`src/core/cdbu_pkg.sv`:
```
package cdbu_pkg;

	// Processor status space word indices
	localparam logic [7:0] PS_SAVED_STATUS   = 8'h10;
	localparam logic [7:0] PS_SAVED_PC       = 8'h11;
	localparam logic [7:0] PS_SAVED_SP       = 8'h12;
	localparam logic [7:0] PS_FETCH_THREAD   = 8'h13;
	localparam logic [7:0] PS_FETCH_INDEX    = 8'h14;
	localparam logic [7:0] PS_CAUSE          = 8'h15;
	localparam logic [7:0] PS_EVENT_DATA     = 8'h16;
	localparam logic [7:0] PS_STOP_MASK      = 8'h18;
	localparam logic [7:0] PS_SCRATCH_BASE   = 8'h20;
	localparam logic [7:0] PS_IBRK_ADDR_BASE = 8'h30;
	localparam logic [7:0] PS_IBRK_CTRL_BASE = 8'h40;
	localparam logic [7:0] PS_DWCH_A_BASE    = 8'h50;
	localparam logic [7:0] PS_DWCH_B_BASE    = 8'h60;
	localparam logic [7:0] PS_DWCH_CTRL_BASE = 8'h70;
	localparam logic [7:0] PS_RWCH_MASK_BASE = 8'h80;
	localparam logic [7:0] PS_RWCH_VAL_BASE  = 8'h90;
	localparam logic [7:0] PS_RWCH_CTRL_BASE = 8'h9c;

	// Tile configuration space word indices
	localparam logic [7:0] CF_IDENT          = 8'h00;
	localparam logic [7:0] CF_CAPACITY_ONE   = 8'h01;
	localparam logic [7:0] CF_CAPACITY_TWO   = 8'h02;
	localparam logic [7:0] CF_PROTECT        = 8'h04;
	localparam logic [7:0] CF_SCRATCH_BASE   = 8'h20;

	// Field positions
	localparam int         PROTECT_BIT       = 31;
	localparam int         CTRL_EN_BIT       = 0;
	localparam int         CTRL_SEL_BIT      = 1;
	localparam int         CTRL_LOAD_BIT     = 2;
	localparam int         CTRL_THR_LSB      = 16;
	localparam logic [31:0] STATUS_MASK      = 32'h0000_00df;
	localparam logic [31:0] IBRK_CTRL_MASK   = 32'h00ff_0003;
	localparam logic [31:0] DWCH_CTRL_MASK   = 32'h00ff_0007;
	localparam logic [31:0] RWCH_CTRL_MASK   = 32'h00ff_0003;

	// Cause codes
	localparam logic [2:0] CAUSE_HOST        = 3'h1;
	localparam logic [2:0] CAUSE_CALL        = 3'h2;
	localparam logic [2:0] CAUSE_IBRK        = 3'h3;
	localparam logic [2:0] CAUSE_DWCH        = 3'h4;
	localparam logic [2:0] CAUSE_RWCH        = 3'h5;

	// Reset values
	localparam logic [31:0] RESET_WORD       = 32'h0000_0000;

	// Configuration message tokens
	localparam logic [7:0] TOK_WRITE         = 8'hc0;
	localparam logic [7:0] TOK_READ          = 8'hc1;
	localparam logic [7:0] TOK_ACK           = 8'h03;
	localparam logic [7:0] TOK_NACK          = 8'h04;
	localparam logic [7:0] TOK_END           = 8'h01;

	// Register access request
	typedef struct packed {
		logic        valid;
		logic        write;
		logic [7:0]  index;
		logic [31:0] wdata;
	} cdbu_req_type;

	// Thread state snapshot presented by the pipeline
	typedef struct packed {
		logic [31:0] status;
		logic [31:0] pc;
		logic [31:0] sp;
	} cdbu_snap_type;

	// Memory and resource activity for watch units
	typedef struct packed {
		logic        mem_valid;
		logic        mem_load;
		logic [31:0] mem_addr;
		logic        res_valid;
		logic [31:0] res_id;
	} cdbu_access_type;

endpackage : cdbu_pkg

```
`src/core/cdbu_core.sv`:
```
// What this block does
// [RULE1] Snapshot status, PC, SP on debugger entry
// [RULE2] Status snapshot keeps documented per-thread flag bits
// [RULE3] Fetch operands: 8-bit thread, 5-bit index
// [RULE4] Write 3-bit cause code per interrupt
// [RULE5] Record raising thread; zero for host
// [RULE6] Record lowest firing unit; zero otherwise
// [RULE7] Store address or resource id as data
// [RULE8] Stop mask holds threads after debug return
// [RULE9] Eight scratch words shared by both spaces
// [RULE10] Four instruction breakpoints compare PC
// [RULE11] Breakpoint bit0 enable, bit1 not-equal select
// [RULE12] Per-thread enable field gates every unit
// [RULE13] Four data watchpoints with two addresses
// [RULE14] Watch control: enable, AND/OR, loads too
// [RULE15] Resource watch: mask, value, A/B select
// [RULE16] Protect bit makes config path read-only
// [RULE17] Identification word: processor, node, revision, version
// [RULE18] Capacity words report resource counts
// [RULE19] Software forms status resource identifier
// [RULE20] Config message tokens and answer tokens
// [RULE21] Reserved bits read zero, ignore writes
`timescale 1ns/1ps
`default_nettype none

module cdbu_core #(
	parameter logic [7:0] PROC_ID       = 8'h00, // Arbitrary value
	parameter logic [7:0] NODE_NUM      = 8'h00,
	parameter logic [7:0] REVISION      = 8'h01, // Arbitrary value
	parameter logic [7:0] VERSION       = 8'h01, // Arbitrary value
	parameter logic [7:0] NUM_CHANENDS  = 8'h20,
	parameter logic [7:0] NUM_LOCKS     = 8'h04,
	parameter logic [7:0] NUM_SYNCS     = 8'h07,
	parameter logic [7:0] NUM_CLKBLKS   = 8'h06,
	parameter logic [7:0] NUM_TIMERS    = 8'h0a
) (
	input  wire logic                      clk_sys,
	input  wire logic                      sys_rst,
	input  wire cdbu_pkg::cdbu_req_type    ps_req,
	output logic [31:0]                    ps_rdata,
	input  wire cdbu_pkg::cdbu_req_type    cfg_req,
	output logic [31:0]                    cfg_rdata,
	output logic                           cfg_ok,
	input  wire logic                      host_request,
	input  wire logic                      debug_call,
	input  wire logic [7:0]                cur_thread,
	input  wire logic                      instr_valid,
	input  wire cdbu_pkg::cdbu_snap_type   snap,
	input  wire cdbu_pkg::cdbu_access_type access,
	input  wire logic                      debug_mode,
	output logic                           debug_entry,
	output logic [7:0]                     thread_stop,
	output logic [7:0]                     fetch_thread,
	output logic [4:0]                     fetch_index
);

	localparam int NU = 4;

	// Register storage
	logic [31:0] status_reg;
	logic [31:0] pc_reg;
	logic [31:0] sp_reg;
	logic [7:0]  fthread_reg;
	logic [4:0]  findex_reg;
	logic [2:0]  cause_reg;
	logic [7:0]  cthread_reg;
	logic [1:0]  cunit_reg;
	logic [31:0] edata_reg;
	logic [7:0]  stop_reg;
	logic [31:0] scratch_reg [8];
	logic [31:0] ibrk_addr_reg [NU];
	logic [31:0] ibrk_ctrl_reg [NU];
	logic [31:0] dwch_a_reg [NU];
	logic [31:0] dwch_b_reg [NU];
	logic [31:0] dwch_ctrl_reg [NU];
	logic [31:0] rwch_mask_reg [NU];
	logic [31:0] rwch_val_reg [NU];
	logic [31:0] rwch_ctrl_reg [NU];
	logic        protect_reg;

	logic [NU-1:0] ibrk_hit;
	logic [NU-1:0] dwch_hit;
	logic [NU-1:0] rwch_hit;
	logic          any_hit;
	logic          entry;
	logic [2:0]    cause_next;
	logic [1:0]    unit_next;
	logic [31:0]   edata_next;

	wire ps_wr  = ps_req.valid & ps_req.write;
	wire cfg_wr = cfg_req.valid & cfg_req.write & ~protect_reg; // [RULE16]

	// Per-unit comparators
	genvar g;
	generate
		for (g = 0; g < NU; g++)
		begin : g_unit
			wire thr_ok_i = ibrk_ctrl_reg[g][cdbu_pkg::CTRL_THR_LSB + cur_thread[2:0]]; // [RULE12]
			wire pc_eq    = (snap.pc == ibrk_addr_reg[g]);
			wire cond_i   = ibrk_ctrl_reg[g][cdbu_pkg::CTRL_SEL_BIT] ? ~pc_eq : pc_eq; // [RULE11]
			assign ibrk_hit[g] = instr_valid & ibrk_ctrl_reg[g][cdbu_pkg::CTRL_EN_BIT]
				& thr_ok_i & cond_i & (cur_thread[7:3] == 5'h00); // [RULE10]

			// Condition A: at or above first address; B: at or below second
			wire cond_a  = (access.mem_addr >= dwch_a_reg[g]);
			wire cond_b  = (access.mem_addr <= dwch_b_reg[g]);
			wire comb_d  = dwch_ctrl_reg[g][cdbu_pkg::CTRL_SEL_BIT] ? (cond_a | cond_b)
				: (cond_a & cond_b); // [RULE14]
			wire kind_ok = ~access.mem_load | dwch_ctrl_reg[g][cdbu_pkg::CTRL_LOAD_BIT];
			wire thr_d   = dwch_ctrl_reg[g][cdbu_pkg::CTRL_THR_LSB + cur_thread[2:0]]; // [RULE12]
			assign dwch_hit[g] = access.mem_valid & dwch_ctrl_reg[g][cdbu_pkg::CTRL_EN_BIT]
				& thr_d & kind_ok & comb_d & (cur_thread[7:3] == 5'h00); // [RULE13]

			// Condition A: masked match; B: masked mismatch
			wire res_eq = ((access.res_id & rwch_mask_reg[g])
				== (rwch_val_reg[g] & rwch_mask_reg[g]));
			wire cond_r = rwch_ctrl_reg[g][cdbu_pkg::CTRL_SEL_BIT] ? ~res_eq : res_eq;
			wire thr_r  = rwch_ctrl_reg[g][cdbu_pkg::CTRL_THR_LSB + cur_thread[2:0]]; // [RULE12]
			assign rwch_hit[g] = access.res_valid & rwch_ctrl_reg[g][cdbu_pkg::CTRL_EN_BIT]
				& thr_r & cond_r & (cur_thread[7:3] == 5'h00); // [RULE15]
		end
	endgenerate

	// Lowest firing unit of a group
	function automatic logic [1:0] cdbu_lowest(input logic [NU-1:0] v);
		logic [1:0] r;
		r = 2'h0;
		for (int i = NU - 1; i >= 0; i--)
			if (v[i])
				r = 2'(i);
		return r;
	endfunction : cdbu_lowest

	// Cause priority: host, call, instruction, data, resource
	always_comb
	begin
		cause_next = cdbu_pkg::CAUSE_HOST;
		unit_next  = 2'h0;
		edata_next = edata_reg;
		if (host_request)
			cause_next = cdbu_pkg::CAUSE_HOST; // [RULE4]
		else if (debug_call)
			cause_next = cdbu_pkg::CAUSE_CALL; // [RULE4]
		else if (|ibrk_hit)
		begin
			cause_next = cdbu_pkg::CAUSE_IBRK;
			unit_next  = cdbu_lowest(ibrk_hit); // [RULE6]
		end
		else if (|dwch_hit)
		begin
			cause_next = cdbu_pkg::CAUSE_DWCH;
			unit_next  = cdbu_lowest(dwch_hit); // [RULE6]
			edata_next = access.mem_addr; // [RULE7]
		end
		else if (|rwch_hit)
		begin
			cause_next = cdbu_pkg::CAUSE_RWCH;
			unit_next  = cdbu_lowest(rwch_hit); // [RULE6]
			edata_next = access.res_id; // [RULE7]
		end
	end

	// No new entry while already in debug mode
	assign any_hit = host_request | debug_call | (|ibrk_hit) | (|dwch_hit) | (|rwch_hit);
	assign entry   = any_hit & ~debug_mode;

	// Entry pulse to the pipeline
	always_ff @(posedge clk_sys)
	begin
		if (sys_rst)
			debug_entry <= 1'b0;
		else
			debug_entry <= entry;
	end

	// Snapshot registers; entry wins over a same-cycle write
	always_ff @(posedge clk_sys)
	begin
		if (sys_rst)
		begin
			status_reg <= cdbu_pkg::RESET_WORD;
			pc_reg     <= cdbu_pkg::RESET_WORD;
			sp_reg     <= cdbu_pkg::RESET_WORD;
		end
		else if (entry)
		begin
			status_reg <= snap.status & cdbu_pkg::STATUS_MASK; // [RULE1] [RULE2]
			pc_reg     <= snap.pc; // [RULE1]
			sp_reg     <= snap.sp; // [RULE1]
		end
		else if (ps_wr)
		begin
			if (ps_req.index == cdbu_pkg::PS_SAVED_STATUS)
				status_reg <= ps_req.wdata & cdbu_pkg::STATUS_MASK; // [RULE21]
			if (ps_req.index == cdbu_pkg::PS_SAVED_PC)
				pc_reg <= ps_req.wdata;
			if (ps_req.index == cdbu_pkg::PS_SAVED_SP)
				sp_reg <= ps_req.wdata;
		end
	end

	// Cause record; entry wins over a same-cycle write
	always_ff @(posedge clk_sys)
	begin
		if (sys_rst)
		begin
			cause_reg   <= 3'h0;
			cthread_reg <= 8'h00;
			cunit_reg   <= 2'h0;
			edata_reg   <= cdbu_pkg::RESET_WORD;
		end
		else if (entry)
		begin
			cause_reg   <= cause_next; // [RULE4]
			cthread_reg <= host_request ? 8'h00 : cur_thread; // [RULE5]
			cunit_reg   <= unit_next; // [RULE6]
			edata_reg   <= edata_next; // [RULE7]
		end
		else if (ps_wr)
		begin
			if (ps_req.index == cdbu_pkg::PS_CAUSE)
			begin
				cause_reg   <= ps_req.wdata[2:0];
				cthread_reg <= ps_req.wdata[15:8];
				cunit_reg   <= ps_req.wdata[17:16];
			end
			if (ps_req.index == cdbu_pkg::PS_EVENT_DATA)
				edata_reg <= ps_req.wdata;
		end
	end

	// Fetch operands and stop mask
	always_ff @(posedge clk_sys)
	begin
		if (sys_rst)
		begin
			fthread_reg <= 8'h00;
			findex_reg  <= 5'h00;
			stop_reg    <= 8'h00;
		end
		else if (ps_wr)
		begin
			if (ps_req.index == cdbu_pkg::PS_FETCH_THREAD)
				fthread_reg <= ps_req.wdata[7:0]; // [RULE3]
			if (ps_req.index == cdbu_pkg::PS_FETCH_INDEX)
				findex_reg <= ps_req.wdata[4:0]; // [RULE3]
			if (ps_req.index == cdbu_pkg::PS_STOP_MASK)
				stop_reg <= ps_req.wdata[7:0]; // [RULE8]
		end
	end

	// Stopped threads only held outside debug mode
	assign thread_stop  = debug_mode ? 8'h00 : stop_reg; // [RULE8]
	assign fetch_thread = fthread_reg;
	assign fetch_index  = findex_reg;

	// Scratch words: one store, two access paths; status path wins a tie
	always_ff @(posedge clk_sys)
	begin
		if (sys_rst)
			for (int i = 0; i < 8; i++)
				scratch_reg[i] <= cdbu_pkg::RESET_WORD;
		else
			for (int i = 0; i < 8; i++)
				if (ps_wr && ps_req.index == cdbu_pkg::PS_SCRATCH_BASE + 8'(i))
					scratch_reg[i] <= ps_req.wdata; // [RULE9]
				else if (cfg_wr && cfg_req.index == cdbu_pkg::CF_SCRATCH_BASE + 8'(i))
					scratch_reg[i] <= cfg_req.wdata; // [RULE9] [RULE16]
	end

	// Break and watch unit registers
	always_ff @(posedge clk_sys)
	begin
		if (sys_rst)
			for (int i = 0; i < NU; i++)
			begin
				ibrk_addr_reg[i] <= cdbu_pkg::RESET_WORD;
				ibrk_ctrl_reg[i] <= cdbu_pkg::RESET_WORD;
				dwch_a_reg[i]    <= cdbu_pkg::RESET_WORD;
				dwch_b_reg[i]    <= cdbu_pkg::RESET_WORD;
				dwch_ctrl_reg[i] <= cdbu_pkg::RESET_WORD;
				rwch_mask_reg[i] <= cdbu_pkg::RESET_WORD;
				rwch_val_reg[i]  <= cdbu_pkg::RESET_WORD;
				rwch_ctrl_reg[i] <= cdbu_pkg::RESET_WORD;
			end
		else if (ps_wr)
			for (int i = 0; i < NU; i++)
			begin
				if (ps_req.index == cdbu_pkg::PS_IBRK_ADDR_BASE + 8'(i))
					ibrk_addr_reg[i] <= ps_req.wdata; // [RULE10]
				if (ps_req.index == cdbu_pkg::PS_IBRK_CTRL_BASE + 8'(i))
					ibrk_ctrl_reg[i] <= ps_req.wdata & cdbu_pkg::IBRK_CTRL_MASK; // [RULE21]
				if (ps_req.index == cdbu_pkg::PS_DWCH_A_BASE + 8'(i))
					dwch_a_reg[i] <= ps_req.wdata; // [RULE13]
				if (ps_req.index == cdbu_pkg::PS_DWCH_B_BASE + 8'(i))
					dwch_b_reg[i] <= ps_req.wdata; // [RULE13]
				if (ps_req.index == cdbu_pkg::PS_DWCH_CTRL_BASE + 8'(i))
					dwch_ctrl_reg[i] <= ps_req.wdata & cdbu_pkg::DWCH_CTRL_MASK; // [RULE21]
				if (ps_req.index == cdbu_pkg::PS_RWCH_MASK_BASE + 8'(i))
					rwch_mask_reg[i] <= ps_req.wdata; // [RULE15]
				if (ps_req.index == cdbu_pkg::PS_RWCH_VAL_BASE + 8'(i))
					rwch_val_reg[i] <= ps_req.wdata; // [RULE15]
				if (ps_req.index == cdbu_pkg::PS_RWCH_CTRL_BASE + 8'(i))
					rwch_ctrl_reg[i] <= ps_req.wdata & cdbu_pkg::RWCH_CTRL_MASK; // [RULE21]
			end
	end

	// Protect bit; writable while clear, frozen once set until reset
	always_ff @(posedge clk_sys)
	begin
		if (sys_rst)
			protect_reg <= 1'b0;
		else if (cfg_wr && cfg_req.index == cdbu_pkg::CF_PROTECT)
			protect_reg <= cfg_req.wdata[cdbu_pkg::PROTECT_BIT]; // [RULE16]
	end

	// Status space read mux; unmapped words read zero
	always_ff @(posedge clk_sys)
	begin
		if (sys_rst)
			ps_rdata <= cdbu_pkg::RESET_WORD;
		else
		begin
			ps_rdata <= 32'h0000_0000; // [RULE21]
			unique case (ps_req.index)
				cdbu_pkg::PS_SAVED_STATUS: ps_rdata <= status_reg; // [RULE2]
				cdbu_pkg::PS_SAVED_PC:     ps_rdata <= pc_reg;
				cdbu_pkg::PS_SAVED_SP:     ps_rdata <= sp_reg;
				cdbu_pkg::PS_FETCH_THREAD: ps_rdata <= {24'h00_0000, fthread_reg};
				cdbu_pkg::PS_FETCH_INDEX:  ps_rdata <= {27'h000_0000, findex_reg};
				cdbu_pkg::PS_CAUSE:
					ps_rdata <= {14'h0000, cunit_reg, cthread_reg, 5'h00, cause_reg};
				cdbu_pkg::PS_EVENT_DATA:   ps_rdata <= edata_reg;
				cdbu_pkg::PS_STOP_MASK:    ps_rdata <= {24'h00_0000, stop_reg};
				default:
					for (int i = 0; i < 8; i++)
					begin
						if (ps_req.index == cdbu_pkg::PS_SCRATCH_BASE + 8'(i))
							ps_rdata <= scratch_reg[i];
						if (i < NU)
						begin
							if (ps_req.index == cdbu_pkg::PS_IBRK_ADDR_BASE + 8'(i))
								ps_rdata <= ibrk_addr_reg[i];
							if (ps_req.index == cdbu_pkg::PS_IBRK_CTRL_BASE + 8'(i))
								ps_rdata <= ibrk_ctrl_reg[i];
							if (ps_req.index == cdbu_pkg::PS_DWCH_A_BASE + 8'(i))
								ps_rdata <= dwch_a_reg[i];
							if (ps_req.index == cdbu_pkg::PS_DWCH_B_BASE + 8'(i))
								ps_rdata <= dwch_b_reg[i];
							if (ps_req.index == cdbu_pkg::PS_DWCH_CTRL_BASE + 8'(i))
								ps_rdata <= dwch_ctrl_reg[i];
							if (ps_req.index == cdbu_pkg::PS_RWCH_MASK_BASE + 8'(i))
								ps_rdata <= rwch_mask_reg[i];
							if (ps_req.index == cdbu_pkg::PS_RWCH_VAL_BASE + 8'(i))
								ps_rdata <= rwch_val_reg[i];
							if (ps_req.index == cdbu_pkg::PS_RWCH_CTRL_BASE + 8'(i))
								ps_rdata <= rwch_ctrl_reg[i];
						end
					end
			endcase
		end
	end

	// Config space read mux and success flag
	always_ff @(posedge clk_sys)
	begin
		if (sys_rst)
		begin
			cfg_rdata <= cdbu_pkg::RESET_WORD;
			cfg_ok    <= 1'b0;
		end
		else
		begin
			cfg_rdata <= 32'h0000_0000;
			// Writes refused while protected report failure
			cfg_ok    <= ~(cfg_req.valid & cfg_req.write & protect_reg); // [RULE20]
			unique case (cfg_req.index)
				cdbu_pkg::CF_IDENT:
					cfg_rdata <= {PROC_ID, NODE_NUM, REVISION, VERSION}; // [RULE17]
				cdbu_pkg::CF_CAPACITY_ONE:
					cfg_rdata <= {NUM_CHANENDS, NUM_LOCKS, NUM_SYNCS, 8'h00}; // [RULE18]
				cdbu_pkg::CF_CAPACITY_TWO:
					cfg_rdata <= {16'h0000, NUM_CLKBLKS, NUM_TIMERS}; // [RULE18]
				cdbu_pkg::CF_PROTECT:
					cfg_rdata <= {protect_reg, 31'h0000_0000};
				default:
					for (int i = 0; i < 8; i++)
						if (cfg_req.index == cdbu_pkg::CF_SCRATCH_BASE + 8'(i))
							cfg_rdata <= scratch_reg[i]; // [RULE9]
			endcase
		end
	end

endmodule : cdbu_core

`default_nettype wire

```
`config.mk`:
```
export PLATFORM = sky130hd
export DESIGN_NAME = cdbu_core
export DESIGN_NICKNAME = d
export VERILOG_FILES = /design/src/core/cdbu_pkg.sv /design/src/core/cdbu_core.sv
export SDC_FILE = /design/constraint.sdc
export NUM_CORES = 2
export LEC_CHECK = 0
export ABC_AREA = 1
export BUFFER_PORTS_ARGS = -buffer_cell sky130_fd_sc_hd__buf_2
export CAP_MARGIN = 5
export CORE_ASPECT_RATIO = 0.75
export CORE_MARGIN = 4
export CORE_UTILIZATION = 45
export CTS_BUF_LIST = sky130_fd_sc_hd__clkbuf_16
export CTS_CLUSTER_SIZE = 14
export DETAILED_ROUTE_END_ITERATION = 8
export PLACE_DENSITY = 0.67
export SLEW_MARGIN = 20
export SYNTH_ARGS = -nofsm -noshare
export SYNTH_HDL_FRONTEND = slang
export SYNTH_SLANG_ARGS = --single-unit
```
`constraint.sdc`:
```
create_clock -name clk_sys -period 6.04 [get_ports clk_sys]
set_input_delay 0.604 -clock clk_sys [delete_from_list [all_inputs] [get_ports clk_sys]]
set_output_delay 0.604 -clock clk_sys [all_outputs]
set_load 0.01 [all_outputs]
```
# Word level (Yosys, flattened, before mapping)
# Memory sizes are Yosys's and may differ from the RTL's.
# Index checks and enable logic that the tools add are counted.
# W data, S select, Z words.
[op_classes]
add_sub_neg = 1
n_mul = 0
div_mod_pow = 0
n_lt_le_gt_ge = 9
n_eq_ne = 71
shift = 0
muxes = 370
bitwise = 141
n_reduce_logical = 36
[ops]
columns = ["op", "n"]
rows = [
  ["$mux W32", 98],
  ["$and A32 B32 Y32", 8],
  ["$eq A32 B32 Y1", 8],
  ["$pmux W32 S8", 1],
  ["$mux W1", 210],
  ["$eq A8 B6 Y1 const B", 20],
  ["$eq A8 B7 Y1 const B", 16],
  ["$ge A32 B32 Y1", 4],
  ["$le A32 B32 Y1", 4],
  ["$pmux W32 S4", 1],
  ["$eq A8 B8 Y1 const B", 12],
  ["$mux W10", 8],
  ["$eq A8 B5 Y1 const B", 8],
  ["$mux W8", 8],
  ["$and A1 B1 Y1", 61],
  ["$bmux W1 S5", 12],
  ["$or A1 B1 Y1", 60],
  ["$mux W11", 4],
  ["$mux W2", 20],
  ["$mux W3", 8],
  ["$logic_and A1 B1 Y1", 17],
  ["$reduce_and A2 Y1", 7],
  ["$not A1 Y1", 12],
  ["$reduce_bool A2 Y1", 6],
  ["11 further kinds", 15],
]
[totals]
regBits = 204
latch_bits = 0
ram_bits = 1020
rom_bits = 0
in_bits = 261
out_inout_bits = 87
word_cells = 652
mem_count = 9
[mem_list]
columns = ["memory", "words", "width", "rd", "rd_ports_with_merged_regs", "wr", "line_no", "source"]
rows = [
  ["scratch_reg", 8, 32, 8, 0, 8, "cdbu_core.sv:70", "logic [31:0] scratch_reg [8];"],
  ["dwch_a_reg", 4, 32, 4, 0, 4, "cdbu_core.sv:73", "logic [31:0] dwch_a_reg [NU];"],
  ["dwch_b_reg", 4, 32, 4, 0, 4, "cdbu_core.sv:74", "logic [31:0] dwch_b_reg [NU];"],
  ["ibrk_addr_reg", 4, 32, 4, 0, 4, "cdbu_core.sv:71", "logic [31:0] ibrk_addr_reg [NU];"],
  ["rwch_mask_reg", 4, 32, 4, 0, 4, "cdbu_core.sv:76", "logic [31:0] rwch_mask_reg [NU];"],
  ["rwch_val_reg", 4, 32, 4, 0, 4, "cdbu_core.sv:77", "logic [31:0] rwch_val_reg [NU];"],
  ["+3 memories", "-", "-", "-", "-", "-", "-", ""],
]

# Longest topological paths before layout
[depth]
word_depth = 42
mapped_depth = 30
mapped_depth_nobuf = 30

# Worst setup path before layout
# Ideal clock, no wire load.
[synth_timing]
kind = "input to register"
from = "input ps_req[37] (netlist name)"
to = "memory dwch_a_reg[3][0] (enable)"
setup_ns = 0.466
t_arrival_ns = 3.843
t_required_ns = 5.574
setup_slack_ns = 1.732
cell_stages = 7
path_buffers = 2
path_cell_list = "buf_2 nor2_2 nand2_1 nor2_1 inv_1 clkbuf_1 o21ai_0"
[synth_rtl]
columns = ["item", "line_no", "source"]
rows = [
  ["start: declaration", "cdbu_core.sv:39", "input wire cdbu_pkg::cdbu_req_type ps_req,"],
  ["end: declaration", "cdbu_core.sv:73", ""],
]

==> results.py <==
metrics = {
    "run_status": {
        "outcome": "finished clean",
    },
    "cells_and_area": {
        "post_layout_nonfiller_instances": 10060,
        "area.growth.synth_to_final_pct": 12.62,
        "nNetsFinal": 8474,
        "final_design_utilization_pct": 51.04,
        "largest_reg_flops": 256,
        "nFillCells": 13900,
        "post_route_cells_drive_above_1_share_pct": 10.42,
    },
    "drt": {
        "ant_nets": 0,
        "route.vias.total": 62010,
        "detail_route.drc_violations": 0,
        "detailedRoute.firstPassIterationCount": 6,
        "wl_per_cell_um": 28.28,
        "drt-initial-drc-count": 10380,
        "detail_route.vias_per_cell": 6.167,
        "postRouteWirelength_um": 284400,
    },
    "timing": {
        "timing.setup.tns_ns": 0,
        "finClkSkew_ns": 0.02645,
        "layout_worst_path_cycle_share_pct": 82.97,
        "final_period_minus_worst_setup_slack_ns": 5.011,
        "final_slew_viol_count": 0,
        "tightestPinTransition_ns": 1.246,
        "timing.fmax_mhz": 199.6,
        "rsz0062_at_grt": "no",
        "worst_slack_ns": 1.029,
        "setup_violations": 0,
        "final_hold_viol_count": 0,
        "relSlewSlack_pct": 16.85,
    },
    "logic_synthesis": {
        "yosys-mux-area-fraction_pct": 0.4633,
        "synth.avg_cell_area_um2": 8.622,
        "synth_most_common_cell": "sky130_fd_sc_hd__nand2_1",
        "yosys_most_used_dff": "sky130_fd_sc_hd__edfxtp_1",
        "netlist.top_cell.by_area": "sky130_fd_sc_hd__edfxtp_1",
        "post_synth_num_cell_types": 63,
        "synth.ff_latch_count": 1224,
        "synth_sequential_area_ratio_pct": 51.83,
        "netlist_top_cells_area": "sky130_fd_sc_hd__edfxtp_1, sky130_fd_sc_hd__nand2_1, sky130_fd_sc_hd__nor2_1",
        "synth-simple-area-share_pct": 20.59,
        "area_share_of_fa_ha_maj_cells_after_synthesis_pct": 4.798,
        "syn_nets": 8284,
        "mappedNetlistArea_um2": 66970,
        "ys_top_cells_by_count": "sky130_fd_sc_hd__nand2_1, sky130_fd_sc_hd__nor2_1, sky130_fd_sc_hd__edfxtp_1, sky130_fd_sc_hd__inv_1, sky130_fd_sc_hd__o21ai_0",
        "yosys.area_share.xor_xnor_pct": 1.360,
        "netlist_instances": 7767,
        "yosys_warnings": 0,
        "synth-edff-count": 1020,
        "async_sr_flop_fraction_pct": 0,
        "synth_compound_gate_area_share_pct": 13.15,
        "post-synth-top-area-fraction_pct": 45.74,
        "combinational_family_with_the_most_area_after_synthesis": "simple AND/OR/NAND/NOR gates",
    },
    "pwr": {
        "vdd_ir_drop_max_v": 0.0002219,
        "leakage_power_nw": 31.46,
        "p_per_area_nw_per_um2": 263.3,
    },
    "clock_tree": {
        "cts_resized": 0,
        "htree_levels": 4,
        "cts.clk_slew.worst_paths_ns": 0.06,
        "tritoncts": "done",
        "cts-root-to-sink-buffers": 3,
        "post_cts_hold_buffer_count": 0,
        "numClockSinks": 1224,
        "numCtsBuffers": 132,
        "clk-insertion-delay-late_ns": 0.79,
        "post-cts-setup-buffers": 0,
        "clk_root_buffer_cell": "sky130_fd_sc_hd__clkbuf_16",
    },
    "grt": {
        "groute.usage.overall_pct": 35.54,
        "grt.busiest_layer": "met2",
        "overflow": 0,
        "number_of_global_route_vias_before_repair": 56450,
        "groute.layer.met2.usage_pct": 50.80,
        "grt_pass1_wl_um": 398000,
        "initial_antenna_violation_count": 29,
        "groute.layer.met1.usage_pct": 49.81,
        "global_route.usage.met3_pct": 11.07,
        "grt_max_degree": 122,
    },
    "critical_path": {
        "crit_type": "reg2reg",
        "worst_setup_path_start_kind": "register",
        "crit_path_max_incr_delay_ns": 0.79,
        "critPathBufInv": 4,
        "timing.critical_path.to_type": "register",
        "cp_data_required_time_ns": 6.71,
        "worst_ep_arrival_time_ns": 5.68,
        "critical-path-top-delay-family": "compound AO/OA/AOI/OAI gates",
        "worst_path_max_delay_cell": "sky130_fd_sc_hd__o21ai_0",
        "critPathMaxFanout": 24,
        "critPathMostFrequentCell": "sky130_fd_sc_hd__inv_1",
        "crit_chain": "inv_1 -> ha_1 -> nand4_1 -> nor3_1 -> inv_1 -> o21ai_0 -> a21oi_1 -> a31o_1 -> o2111ai_1 -> nand2_1 -> nor2_4 -> nand3_2 -> nand2_4 -> inv_4 -> nor2_4 -> inv_1 -> o21ai_0 -> a21oi_1",
    },
    "floorplanning": {
        "chip_height_um": 342.1,
        "die_width_um": 453.5,
        "num_rows": 122,
        "area_inside_the_core_boundary_um2": 147800,
        "initial_core_util_pct": 45.32,
        "top_level_ports": 348,
        "die-area_um2": 155100,
    },
    "placed_design": {
        "post_place_setup_slack_ns": 0.7591,
        "port_buffers": 322,
        "gp_routability_congestion": 1.012,
        "dp_hpwl_um": 218700,
        "numPlacedInstances": 9806,
    },
    "min_path": {
        "min-delay-path-class": "in2reg",
    },
    "job": {
        "max-cap-violations": 0,
    },
}
placed cells by master, fill, tap and decap left out, types with 60 or more instances in the layout:
cell                        Yosys  routed
sky130_fd_sc_hd__nand2_1     1473    1470
sky130_fd_sc_hd__nor2_1      1130    1102
sky130_fd_sc_hd__edfxtp_1    1020    1020
sky130_fd_sc_hd__inv_1        862     892
sky130_fd_sc_hd__o21ai_0      471     453
sky130_fd_sc_hd__a21oi_1      386     386
sky130_fd_sc_hd__nand3_1      332     327
sky130_fd_sc_hd__buf_2         31     322
sky130_fd_sc_hd__ha_1         256     256
sky130_fd_sc_hd__o22ai_1      238     238
sky130_fd_sc_hd__nand4_1      237     237
sky130_fd_sc_hd__dfxtp_1      204     204
sky130_fd_sc_hd__buf_4          2     200
sky130_fd_sc_hd__clkbuf_16      0     139
sky130_fd_sc_hd__a221oi_1      79      79
sky130_fd_sc_hd__o211ai_1      73      73
sky130_fd_sc_hd__xor2_1        60      60
cells by family (layout without fill, tap and decap cells):
family / count (synthesis) / count (layout)
AOI/OAI and AO/OA: 1471 / 1471
xor gates and xnor gates: 104 / 104
adders and majority gates: 257 / 257
buffers and inverters: 1367 / 1663
DFF: 1224 / 1224
muxes: 31 / 31
other: 0 / 8
and+or+nand+nor: 3313 / 3313
final timing paths:
kind | endpoint | start | depth (start not counted) | slack [ns]
max reg2reg | cunit_reg[0] | dwch_b_reg[0][31] | 18 | 1.03
max | cunit_reg[0] | dwch_b_reg[0][31] | 18 | 1.03
min | sp_reg[18] | snap[18] | 5 | 0.13
min reg2reg | fetch_thread[4] | fetch_thread[4] | 2 | 0.49
report_power, final:
group          internal, mW  leakage [nW]  switching (mW)
Combinational         0.520          17.8            1.46
Clock                  4.55          2.18            3.59
Sequential             9.52          11.5           0.223
layer usage:
layer	up-vias	routed length (µm)
li1	27020	-
met2	4741	118200
met4	16	13490
met3	657	43030
met1	29580	109500
met5	-	143
per-stage QoR:
step                      cell area, µm²  hold slack, ns  power [mW]
final                              75420          0.1253       19.86
after global routing               75410          0.1417       20.35
after detailed placement           71170          0.4728       11.81
after global placement             71170          0.4680       11.75
after CTS                          75360         0.07780       19.79
after floorplan                    66970          0.4448       10.88
worst register-to-register path: cells and delay by family (launching register included):
family | cells | cell delay [ns]
and+or+nand+nor | 7 | 1.69
AOI/OAI and AO/OA | 6 | 1.98
adders and majority gates | 1 | 0.30
buffers and inverters | 4 | 0.54
DFF | 1 | 0.37
cell type report:
cell class                 instances  area (µm²)  area share (%)
antenna                            8       20.02         0.02654
clock buffer                     139        3478           4.612
clock inverter                   101       713.2          0.9456
inverter                         894        3366           4.463
multi-input combinational       5176       27390           36.31
sequential                      1224       34710           46.03
tap                             1984        2482           3.291
timing repair buffer             529        3261           4.323
No activity file was read; power rests on OpenSTA's default activity.
